===== config.mk =====
export PLATFORM = sky130hd
export DESIGN_NAME = psc_pins
export DESIGN_NICKNAME = d
export VERILOG_FILES = /design/src/core/psc_pkg.sv /design/src/core/psc_fault_flags.sv /design/src/core/psc_pins.sv
export SDC_FILE = /design/constraint.sdc
export NUM_CORES = 1
export LEC_CHECK = 0
export ABC_AREA = 1
export ABC_CLOCK_PERIOD_IN_PS = 1800
export BUFFER_PORTS_ARGS = -buffer_cell sky130_fd_sc_hd__buf_2
export CAP_MARGIN = 20
export CORE_ASPECT_RATIO = 0.75
export CORE_MARGIN = 4
export CORE_UTILIZATION = 30
export CTS_BUF_LIST = sky130_fd_sc_hd__clkbuf_2
export CTS_CLUSTER_DIAMETER = 120
export DETAILED_ROUTE_END_ITERATION = 10
export HOLD_SLACK_MARGIN = 0.05
export PLACE_DENSITY = 0.62
export SLEW_MARGIN = 20
export SYNTH_ARGS = -nofsm -noshare
export SYNTH_HDL_FRONTEND = slang
export SYNTH_SLANG_ARGS = --single-unit
export TNS_END_PERCENT = 50

===== constraint.sdc =====
create_clock -name core_clk -period 1.8 [get_ports core_clk]
set_input_delay 0.09 -clock core_clk [delete_from_list [all_inputs] [get_ports core_clk]]
set_output_delay 0.09 -clock core_clk [all_outputs]
set_load 0.01 [all_outputs]

===== src/core/psc_pkg.sv =====
package psc_pkg;
  // clock rate and timing
  localparam int unsigned PSC_CLK_KHZ = 250000;
  localparam int unsigned PSC_PG_OFF_MS = 2;
  // longest time rounds down to whole cycles
  localparam int unsigned PSC_PG_OFF_CYCLES = PSC_PG_OFF_MS * PSC_CLK_KHZ;

  // widths
  localparam int unsigned PSC_FLT_W = 8;
  localparam int unsigned PSC_ADDR_W = 4;

  // register byte offsets
  localparam logic [PSC_ADDR_W-1:0] PSC_CTRL_OFS = 4'h0;
  localparam logic [PSC_ADDR_W-1:0] PSC_STATUS_OFS = 4'h4;
  localparam logic [PSC_ADDR_W-1:0] PSC_FAULT_OFS = 4'h8;
  localparam logic [PSC_ADDR_W-1:0] PSC_MASK_OFS = 4'hc;

  // field positions in the status word
  localparam int unsigned PSC_ST_KILL_BIT = 0;
  localparam int unsigned PSC_ST_REMOTE_BIT = 1;
  localparam int unsigned PSC_ST_MAIN_BIT = 2;
  localparam int unsigned PSC_ST_PG_BIT = 3;
  localparam int unsigned PSC_ST_ALERT_BIT = 4;
  localparam int unsigned PSC_ST_ADDR_LSB = 8;

  // values after reset
  localparam logic PSC_CTRL_RST = 1'b1;
  localparam logic [PSC_FLT_W-1:0] PSC_MASK_RST = 8'hff;
  localparam logic [2:0] PSC_ADDR_RST = 3'h7;

  // axi responses
  localparam logic [1:0] PSC_RESP_OKAY = 2'h0;
  localparam logic [1:0] PSC_RESP_SLVERR = 2'h2;
endpackage


===== src/core/psc_fault_flags.sv =====
`timescale 1ns/1ps
module psc_fault_flags
  import psc_pkg::*;
(
  input wire logic core_clk,
  input wire logic rstn,
  input wire logic [psc_pkg::PSC_FLT_W-1:0] fault_evt,
  input wire logic [psc_pkg::PSC_FLT_W-1:0] fault_mask,
  input wire logic clr_we,
  input wire logic [psc_pkg::PSC_FLT_W-1:0] clr_bits,
  output logic [psc_pkg::PSC_FLT_W-1:0] flags_q,
  output logic fault_alert_n
);
  import psc_pkg::*;

  logic [PSC_FLT_W-1:0] flags_d;
  logic alert_n_q;

  // sticky flags: write one to clear, a new event in the same cycle wins
  always_comb begin
    flags_d = flags_q;
    if (clr_we) begin
      flags_d = flags_d & ~clr_bits;
    end
    flags_d = flags_d | fault_evt;
  end

  always_ff @(posedge core_clk) begin
    if (!rstn) begin
      flags_q <= '0;
    end else begin
      flags_q <= flags_d;
    end
  end

  // alert is loaded from the same next value, so it falls in the flag's cycle
  always_ff @(posedge core_clk) begin
    if (!rstn) begin
      alert_n_q <= 1'b1;
    end else begin
      alert_n_q <= ~|(flags_d & fault_mask);
    end
  end

  assign fault_alert_n = alert_n_q;

  a_alert_with_flag: assert property (@(posedge core_clk) disable iff (!rstn)
    fault_alert_n == ~|(flags_q & $past(fault_mask)))
    else $error("alert does not follow flag set");
  a_flag_set_wins: assert property (@(posedge core_clk) disable iff (!rstn)
    |fault_evt |=> ((flags_q & $past(fault_evt)) == $past(fault_evt)))
    else $error("fault event lost");
endmodule


===== src/core/psc_pins.sv =====
// The placing of the registers and register access over AXI4-Lite were left to the implementer.
`timescale 1ns/1ps
// Functional notes
// - alert asserts in the same cycle that any enabled fault flag is set.
// - management clock and data lines are open-drain, driven low only.
// - kill input idles high; main output needs it low, drops when it rises.
// - remote on input idles high; low turns main on, open turns off.
// - a strap shorted to return reads low, open or pulled up reads high.
// - target address is strap 2, 1, 0 with strap 2 most significant.
// - alert output is low while a fault is flagged, high otherwise; here a flag pulls it low only while its mask bit is set.
// - power good only while outputs valid, main enabled and no fault.
// - power good negates within 2 ms after remote on is released.
module psc_pins
  import psc_pkg::*;
#(
  parameter int unsigned PG_OFF_CYCLES = psc_pkg::PSC_PG_OFF_CYCLES
)
(
  input wire logic core_clk,
  input wire logic rstn,
  // axi4-lite register port
  input wire logic [psc_pkg::PSC_ADDR_W-1:0] s_axi_awaddr,
  input wire logic s_axi_awvalid,
  output logic s_axi_awready,
  input wire logic [31:0] s_axi_wdata,
  input wire logic [3:0] s_axi_wstrb,
  input wire logic s_axi_wvalid,
  output logic s_axi_wready,
  output logic [1:0] s_axi_bresp,
  output logic s_axi_bvalid,
  input wire logic s_axi_bready,
  input wire logic [psc_pkg::PSC_ADDR_W-1:0] s_axi_araddr,
  input wire logic s_axi_arvalid,
  output logic s_axi_arready,
  output logic [31:0] s_axi_rdata,
  output logic [1:0] s_axi_rresp,
  output logic s_axi_rvalid,
  input wire logic s_axi_rready,
  // control and status pins
  input wire logic hot_swap_kill_n,
  input wire logic remote_on_n,
  input wire logic addr_strap_2,
  input wire logic addr_strap_1,
  input wire logic addr_strap_0,
  input wire logic outputs_valid,
  input wire logic [psc_pkg::PSC_FLT_W-1:0] fault_evt,
  output logic main_enable,
  output logic power_good,
  output logic fault_alert_n,
  output logic present_n,
  output logic [2:0] target_addr,
  // management serial lines, open drain
  input wire logic scl_i,
  output logic scl_o,
  output logic scl_oe,
  input wire logic sda_i,
  output logic sda_o,
  output logic sda_oe,
  input wire logic mgmt_scl_low,
  input wire logic mgmt_sda_low,
  output logic mgmt_scl,
  output logic mgmt_sda
);
  import psc_pkg::*;

  logic ctrl_en_q;
  logic [PSC_FLT_W-1:0] mask_q;
  logic [PSC_FLT_W-1:0] flags_q;
  logic [2:0] addr_q;
  logic strap_taken_q;
  logic main_en_q;
  logic pg_q;
  logic aw_have_q;
  logic w_have_q;
  logic [PSC_ADDR_W-1:0] awaddr_q;
  logic [31:0] wdata_q;
  logic [3:0] wstrb_q;
  logic bvalid_q;
  logic [1:0] bresp_q;
  logic rvalid_q;
  logic [31:0] rdata_q;
  logic [1:0] rresp_q;
  logic wr_fire;
  logic [PSC_ADDR_W-1:0] wr_addr;
  logic [31:0] wr_data;
  logic [3:0] wr_strb;
  logic clr_we;
  logic on_req;

  // true when the offset names one of our four words
  function automatic logic ofs_mapped(input logic [PSC_ADDR_W-1:0] a);
    ofs_mapped = (a == PSC_CTRL_OFS) || (a == PSC_STATUS_OFS) ||
                 (a == PSC_FAULT_OFS) || (a == PSC_MASK_OFS);
  endfunction

  // axi4-lite write side
  // address and data are taken in either order; one write in flight
  assign s_axi_awready = !aw_have_q && !bvalid_q;
  assign s_axi_wready = !w_have_q && !bvalid_q;
  assign wr_addr = aw_have_q ? awaddr_q : s_axi_awaddr;
  assign wr_data = w_have_q ? wdata_q : s_axi_wdata;
  assign wr_strb = w_have_q ? wstrb_q : s_axi_wstrb;
  assign wr_fire = !bvalid_q && (aw_have_q || s_axi_awvalid) && (w_have_q || s_axi_wvalid);

  // hold halves that arrived alone
  always_ff @(posedge core_clk) begin
    if (!rstn) begin
      aw_have_q <= 1'b0;
      w_have_q <= 1'b0;
      awaddr_q <= '0;
      wdata_q <= '0;
      wstrb_q <= '0;
    end else if (wr_fire) begin
      aw_have_q <= 1'b0;
      w_have_q <= 1'b0;
    end else begin
      if (s_axi_awvalid && s_axi_awready) begin
        aw_have_q <= 1'b1;
        awaddr_q <= s_axi_awaddr;
      end
      if (s_axi_wvalid && s_axi_wready) begin
        w_have_q <= 1'b1;
        wdata_q <= s_axi_wdata;
        wstrb_q <= s_axi_wstrb;
      end
    end
  end

  // write response, held until the master takes it
  always_ff @(posedge core_clk) begin
    if (!rstn) begin
      bvalid_q <= 1'b0;
      bresp_q <= PSC_RESP_OKAY;
    end else if (wr_fire) begin
      bvalid_q <= 1'b1;
      bresp_q <= ofs_mapped(wr_addr) ? PSC_RESP_OKAY : PSC_RESP_SLVERR;
    end else if (s_axi_bready) begin
      bvalid_q <= 1'b0;
    end
  end

  assign s_axi_bvalid = bvalid_q;
  assign s_axi_bresp = bresp_q;

  // control and mask words; only byte lane 0 carries bits
  always_ff @(posedge core_clk) begin
    if (!rstn) begin
      ctrl_en_q <= PSC_CTRL_RST;
      mask_q <= PSC_MASK_RST;
    end else if (wr_fire && wr_strb[0]) begin
      if (wr_addr == PSC_CTRL_OFS) begin
        ctrl_en_q <= wr_data[0];
      end
      if (wr_addr == PSC_MASK_OFS) begin
        mask_q <= wr_data[PSC_FLT_W-1:0];
      end
    end
  end

  assign clr_we = wr_fire && wr_strb[0] && (wr_addr == PSC_FAULT_OFS);

  // axi4-lite read side
  assign s_axi_arready = !rvalid_q;

  // read data is registered; status reflects live pin state
  always_ff @(posedge core_clk) begin
    if (!rstn) begin
      rvalid_q <= 1'b0;
      rdata_q <= '0;
      rresp_q <= PSC_RESP_OKAY;
    end else if (s_axi_arvalid && !rvalid_q) begin
      rvalid_q <= 1'b1;
      rdata_q <= '0;
      rresp_q <= PSC_RESP_OKAY;
      case (s_axi_araddr)
        PSC_CTRL_OFS: begin
          rdata_q[0] <= ctrl_en_q;
        end
        PSC_STATUS_OFS: begin
          rdata_q[PSC_ST_KILL_BIT] <= hot_swap_kill_n;
          rdata_q[PSC_ST_REMOTE_BIT] <= remote_on_n;
          rdata_q[PSC_ST_MAIN_BIT] <= main_en_q;
          rdata_q[PSC_ST_PG_BIT] <= pg_q;
          rdata_q[PSC_ST_ALERT_BIT] <= ~fault_alert_n;
          rdata_q[PSC_ST_ADDR_LSB +: 3] <= addr_q;
        end
        PSC_FAULT_OFS: begin
          rdata_q[PSC_FLT_W-1:0] <= flags_q;
        end
        PSC_MASK_OFS: begin
          rdata_q[PSC_FLT_W-1:0] <= mask_q;
        end
        default: begin
          rresp_q <= PSC_RESP_SLVERR;
        end
      endcase
    end else if (s_axi_rready) begin
      rvalid_q <= 1'b0;
    end
  end

  assign s_axi_rvalid = rvalid_q;
  assign s_axi_rdata = rdata_q;
  assign s_axi_rresp = rresp_q;

  // sticky fault flags and alert
  psc_fault_flags u_flags (
    .core_clk(core_clk),
    .rstn(rstn),
    .fault_evt(fault_evt),
    .fault_mask(mask_q),
    .clr_we(clr_we),
    .clr_bits(wr_data[PSC_FLT_W-1:0]),
    .flags_q(flags_q),
    .fault_alert_n(fault_alert_n)
  );

  // address straps
  // straps are caught once on the first edge after reset release; an open
  // pin reads high through its pull-up, a shorted pin reads low
  always_ff @(posedge core_clk) begin
    if (!rstn) begin
      strap_taken_q <= 1'b0;
      addr_q <= PSC_ADDR_RST;
    end else if (!strap_taken_q) begin
      strap_taken_q <= 1'b1;
      addr_q <= {addr_strap_2, addr_strap_1, addr_strap_0};
    end
  end

  assign target_addr = addr_q;

  // main output enable
  // either pin high is a disable request; software can also hold it off
  assign on_req = !hot_swap_kill_n && !remote_on_n && ctrl_en_q;

  always_ff @(posedge core_clk) begin
    if (!rstn) begin
      main_en_q <= 1'b0;
    end else begin
      main_en_q <= on_req;
    end
  end

  assign main_enable = main_en_q;

  // power good
  // the off path uses the pin directly, one cycle, far inside the 2 ms limit
  always_ff @(posedge core_clk) begin
    if (!rstn) begin
      pg_q <= 1'b0;
    end else begin
      pg_q <= on_req && main_en_q && outputs_valid && ~|flags_q;
    end
  end

  assign power_good = pg_q;

  // presence and serial lines
  // the module grounds its presence contact; the host does the sensing
  assign present_n = 1'b0;
  // open drain: the pins are only ever pulled low, never driven high
  assign scl_o = 1'b0;
  assign sda_o = 1'b0;
  assign scl_oe = mgmt_scl_low;
  assign sda_oe = mgmt_sda_low;
  assign mgmt_scl = scl_i;
  assign mgmt_sda = sda_i;

  // checks
  logic [31:0] off_cnt_q;

  // cycles since remote on was released while power good stayed high
  always_ff @(posedge core_clk) begin
    if (!rstn || !remote_on_n || !pg_q) begin
      off_cnt_q <= '0;
    end else begin
      off_cnt_q <= off_cnt_q + 32'h1;
    end
  end

  a_pg_off_bound: assert property (@(posedge core_clk) disable iff (!rstn)
    off_cnt_q < PG_OFF_CYCLES)
    else $error("power good held too long after remote off");
  a_pg_needs_good: assert property (@(posedge core_clk) disable iff (!rstn)
    power_good |-> $past(outputs_valid) && main_enable && ($past(flags_q) == '0))
    else $error("power good without valid outputs or with fault");
  a_main_needs_pins: assert property (@(posedge core_clk) disable iff (!rstn)
    main_enable |-> $past(!hot_swap_kill_n) && $past(!remote_on_n))
    else $error("main enabled while a disable pin is high");
  a_kill_drops_main: assert property (@(posedge core_clk) disable iff (!rstn)
    hot_swap_kill_n |=> !main_enable)
    else $error("main still enabled after kill released");
  a_remote_turns_on: assert property (@(posedge core_clk) disable iff (!rstn)
    !hot_swap_kill_n && !remote_on_n && ctrl_en_q |=> main_enable)
    else $error("main not enabled with both pins low");
  a_strap_order: assert property (@(posedge core_clk) disable iff (!rstn)
    !strap_taken_q |=> target_addr == $past({addr_strap_2, addr_strap_1, addr_strap_0}))
    else $error("strap address wrong");
  a_sda_open_drain: assert property (@(posedge core_clk) disable iff (!rstn)
    sda_oe |-> !sda_o)
    else $error("data line driven high");
  a_alert_level: assert property (@(posedge core_clk) disable iff (!rstn)
    ((flags_q & mask_q) != '0) && $stable(mask_q) |-> !fault_alert_n)
    else $error("alert high while fault flagged");
  a_bresp_hold: assert property (@(posedge core_clk) disable iff (!rstn)
    s_axi_bvalid && !s_axi_bready |=> s_axi_bvalid && $stable(s_axi_bresp))
    else $error("write response dropped");

  c_power_good: cover property (@(posedge core_clk) disable iff (!rstn) $rose(power_good));
  c_alert: cover property (@(posedge core_clk) disable iff (!rstn) $fell(fault_alert_n));
  c_remote_off: cover property (@(posedge core_clk) disable iff (!rstn) power_good ##1 remote_on_n);
  c_clear: cover property (@(posedge core_clk) disable iff (!rstn) clr_we && |fault_evt);
endmodule


# == Word level (Yosys, flattened, before mapping) ==
# Cells that the tools add are included.
# Widths: inputs -> output; s select.
# word_totals
reg_bits,56
inputBits,69
output_inout_bits,54
word_cells,85
# op_classes
eq_ne,6
n_mux,15
n_bitwise,7
reduce_logical,39
# ops
op,n
$and 8x8->8,2
$eq 4x4->1 const B,4
$mux 8,2
$reduce_or 8->1,2
$logic_and 1x1->1,14
$pmux 4 s3,1
$eq 4x3->1 const B,2
$logic_not 1->1,8
$logic_not 4->1,2
$not 8->8,1
$or 8x8->8,1
$reduce_and 2->1,4
$mux 1,6
$pmux 3 s2,1
$logic_or 1x1->1,5
$mux 2,2
$mux 4,1
$pmux 1 s4,1
$reduce_bool 2->1,2
$reduce_or 4->1,1
$mux 3,1
$not 1->1,3
$reduce_or 2->1,1

# == Longest topological paths before layout ==
# logic_depth
depth_word,10
mapped_depth,14
depth_no_buf,13

# == Modules after synthesis ==
# A second synthesis with hierarchy kept.
# hier_totals
cells_unflattened,387
area_unflattened_um2,2676.3
# by_module_without_submodules
mod,instances,cells_per_inst,area_each_um2,seq_area_each_um2
psc_pins,1,320,2260.9,900.9
psc_fault_flags,1,67,415.4,180.2

# == Least setup slack after synthesis ==
# Ideal clock, no wire load.
# synth_timing
path_kind,register to register
from,register aw_have_q
to,"register u_flags.alert_n_q, in the netlist u_flags.fault_alert_n"
setup_time_ps,126
t_arrival_ps,1291
required_time_ps,1674
slack_ps,383
path_stages_with_launch,13
path_buffers,1
period_less_slack_ps,1417
cell_sequence,dfxtp_1 -> nor2_2 -> nor2_2 -> nand2_2 -> nor2_4 -> buf_6 -> nand3_1 -> nand3_1 -> nand2_1 -> nand2_1 -> nor2_1 -> nand2_1 -> nand2_1
# synth_via
elab_chain_len,10
word_cells_on_any_way,12
cone_classes,eq/ne (1); mux (2); bitwise (2); reduce/logical (7)
# synth_lines
item,line,text
start: declaration,psc_pins.sv:73,logic aw_have_q;
start signal: assignment,psc_pins.sv:108,aw_have_q <= 1'b0;
start signal: assignment,psc_pins.sv:114,aw_have_q <= 1'b0;
start signal: assignment,psc_pins.sv:118,aw_have_q <= 1'b1;
"parallel branches: the longest is 4 deep, another holds $mux 4",n/a,
$logic_and 1x1->1 *,psc_pins.sv:160,assign clr_we = wr_fire && wr_strb[0] && (wr_addr == PSC_FAULT_OFS);
$mux 8 *,psc_fault_flags.sv:22,if (clr_we) begin
$or 8x8->8 *,psc_fault_flags.sv:25,flags_d = flags_d | fault_evt;
$and 8x8->8 *,psc_fault_flags.sv:41,alert_n_q <= ~|(flags_d & fault_mask);
$reduce_or 8->1 *,psc_fault_flags.sv:41,
$logic_not 1->1 *,psc_fault_flags.sv:41,
end signal: assignment,psc_fault_flags.sv:41,
end: declaration,psc_fault_flags.sv:17,logic alert_n_q;
# Mark *: on every way between the ends.
# A chain may end at the register's enable or synchronous reset.

# == Worst setup path after layout ==
# layout_timing
from,register w_have_q
to,"register u_flags.alert_n_q, in the netlist u_flags.fault_alert_n"
# layout_via
elab_chain_len,9
word_cells_on_any_way,13
cone_classes,mux (3); bitwise (4); reduce/logical (6)
# layout_lines
item,line,text
start: declaration,psc_pins.sv:74,logic w_have_q;
start signal: assignment,psc_pins.sv:109,w_have_q <= 1'b0;
start signal: assignment,psc_pins.sv:115,w_have_q <= 1'b0;
start signal: assignment,psc_pins.sv:122,w_have_q <= 1'b1;
$logic_or 1x1->1,psc_pins.sv:103,assign wr_fire = !bvalid_q && (aw_have_q || s_axi_awvalid) && (w_have_q || s_axi_wvalid);
$logic_and 1x1->1,psc_pins.sv:103,
$logic_and 1x1->1 (2 in series),psc_pins.sv:160,
$mux 8 *,psc_fault_flags.sv:22,
$or 8x8->8 *,psc_fault_flags.sv:25,
$and 8x8->8 *,psc_fault_flags.sv:41,
$reduce_or 8->1 *,psc_fault_flags.sv:41,
$logic_not 1->1 *,psc_fault_flags.sv:41,
# Mark *: on every way between the ends. The rest lies on a longest branch, timed or not.

==> impl_metrics.json <==
{
  "clk_latency_ns": 0.47,
  "cellPowerDensity_nw_per_um2": 679,
  "fin_cells": 595,
  "core_um2": 8600,
  "hold_violations": 0,
  "reg2reg_depth": 11,
  "antenna_left": 0,
  "cts_tree": "done",
  "setup_violations": 0,
  "wl_um": 7050,
  "cts.sinks": 54,
  "worstPathRequired_ns": 2.25,
  "tns_ns": 0,
  "netlist_instances": 383,
  "n_antenna_cell": 0,
  "period_share": 0.902,
  "r2r-start": "w_have_q",
  "clockBufferDepth": 2,
  "synth_top_cell_area_share": 0.401,
  "synthesis.area_um2": 2690,
  "ios": 123,
  "critical_path_class": "flop to flop",
  "postCtsSetupBuffers": 0,
  "num_rows": 29,
  "status": "complete, no violations",
  "drive_above_1_share": 0.191,
  "worstHoldStart": "s_axi_araddr[1]",
  "die_area_um2": 10600,
  "regToRegSetupSlack_ns": 0.18,
  "synth-seq-area-share": 0.401,
  "numCtsBuffers": 5,
  "ys.flop_type": "dfxtp_1",
  "crit_fanout": 10,
  "fin_area_um2": 3490,
  "die_width_um": 117,
  "grt_antenna_before_repair": 0,
  "hold_path.class": "primary input to flop",
  "gr-usage-all-layers": 0.133,
  "synth_top_area_cell": "dfxtp_1",
  "dp.cells": 546,
  "ir_drop_v": 0.000305,
  "holdPathEnd": "s_axi_rdata[10]",
  "io_buffers": 61,
  "fin_crit_ns": 1.62,
  "final.setup_skew_ns": 0.0228,
  "clock.fmax_ghz": 0.616,
  "drt_pass1_iterations": 4,
  "slew_headroom": 0.638,
  "post_drt_wl_per_cell_um": 11.8,
  "p_leak_nw": 1.71,
  "synth-edff-count": 0,
  "avgSynthCellArea_um2": 7.03,
  "ys_warn_count": 0,
  "rsz0062_at_grt": "false",
  "synthDistinctLibCells": 35,
  "nNetsFinal": 555,
  "clockRootBuffer": "clkbuf_2",
  "r2r_end": "u_flags.fault_alert_n",
  "synth_seq_cells": 54,
  "final_util": 0.406,
  "gp_congestion": 0.817,
  "first_iter_violations": 137,
  "grt_max_degree": 25,
  "syn2layout_area_growth_pct": 29.6,
  "hold_depth": 5,
  "synthArstFlopShare": 0,
  "grt_pass1_vias": 2510,
  "placed_area_um2": 3030,
  "clk_pin_slew_worst_paths_ns": 0.30,
  "dp_hpwl_um": 5220,
  "synthTopCellsByCount": "93 x nand2_1, 54 x dfxtp_1, 46 x inv_1",
  "fin_hold_ws_ns": 0.0959,
  "slew_violations": 0,
  "htree_levels": 2,
  "avgViaCountPerCell": 4.47,
  "fp.dieH_um": 90.1,
  "start_util": 0.313,
  "end_kind": "flop",
  "ys_top_cells_by_area": "dfxtp_1 40%, nand2_1 13%, buf_4 8.4%, inv_1 6.4%, nand3_1 5.4%",
  "grt_overflow": 0,
  "via_count": 2658,
  "synth_most_common_cell": "nand2_1",
  "worstPathArrival_ns": 2.07,
  "grt_pass1_wl_um": 11800,
  "critPathLaunchType": "flop",
  "cap_viol_max_count": 0,
  "worst_pin_slew_ns": 0.540,
  "fillers": 904,
  "drc": 0
}
-- timing repair --
action                     in CTS  in global routing
setup endpoints to repair       0                  6
resized for setup               0                  2
hold buffers                   41                  0
hold endpoints to repair       47                  0
-- metal layers --
metal  wire length [um]  global-route usage  vias up
met1               3390               0.182     1177
met3                443              0.0238        4
met5                  0                   0        -
met2               3180               0.220       90
met4                 40              0.0303        0
li1                   -                   -     1387
-- cells by family after synthesis --
group	count (synthesis)	synth area share
flip-flops	54	0.401
AND/OR/NAND/NOR	171	0.286
other	1	0.00139
AO/OA/AOI/OAI	69	0.144
buffers and inverters	88	0.167
-- worst max-delay path, stage by stage (launching register included) --
cell and delay, ns:
dfxtp_1 0.45, inv_2 0.10, buf_4 0.17, o21ai_0 0.32
nor2_1 0.07, nand3_1 0.10, nand3_1 0.08, nand2_1 0.07
nand2_1 0.05, nor2_1 0.10, nand2_1 0.06, nand2_1 0.05
-- state kept, by name, indices dropped and copies added (netlist names), 3 cells and up --
register         flops
wdata_q              8
awaddr_q             4
s_axi_rdata         11
u_flags.flags_q      8
mask_q               8
target_addr          3
-- how the worst max path moves through the flow --
stage,from,end,cells past startpoint,slack [ns]
3_3_place_gp,w_have_q,u_flags.fault_alert_n,11,0.17
6_report,w_have_q,u_flags.fault_alert_n,11,0.18
5_1_grt,w_have_q,u_flags.fault_alert_n,14,0.01
3_5_place_dp,w_have_q,u_flags.fault_alert_n,11,0.15
4_1_cts,w_have_q,u_flags.fault_alert_n,11,0.11
2_1_floorplan,aw_have_q,u_flags.fault_alert_n,12,0.38
-- layout by cell type (no fill, tap or decap), drive strengths merged, types with 2 or more instances in the layout --
master,count
a21oi,24
nor3,4
o211ai,4
dfxtp,54
clkbuf,5
nand4,2
nand3,30
nor2,31
dlygate4sd3,41
inv,49
clkinv,2
buf,69
nand2,99
a31oi,6
o21ai,28
o221ai,3
conb,26
nor4,2
-- cell type report --
class | instances | area (um2) | area share
multi-input cells | 266 | 1260 | 0.360
flip-flops and latches | 54 | 1080 | 0.310
repair buffers | 110 | 788 | 0.226
inverters | 49 | 184 | 0.0527
well taps | 108 | 135 | 0.0387
clock buffers | 5 | 25.0 | 0.00717
clock inverters | 3 | 20.0 | 0.00573
-- stage by stage --
step	power (mW)	setup slack [ns]
final	2.37	0.177
after CTS	2.37	0.113
after global routing	2.52	0.0110
after global placement	1.80	0.166
after floorplan	1.69	0.383
after detailed placement	1.81	0.145
-- where the power goes --
part	total, mW	switching, mW	internal [mW]
sequential	1.32	0.0423	1.28
combinational	0.542	0.315	0.228
clock	0.509	0.412	0.0963
total	2.37	0.769	1.60
Note: power is estimated with default switching activity, not from simulation.
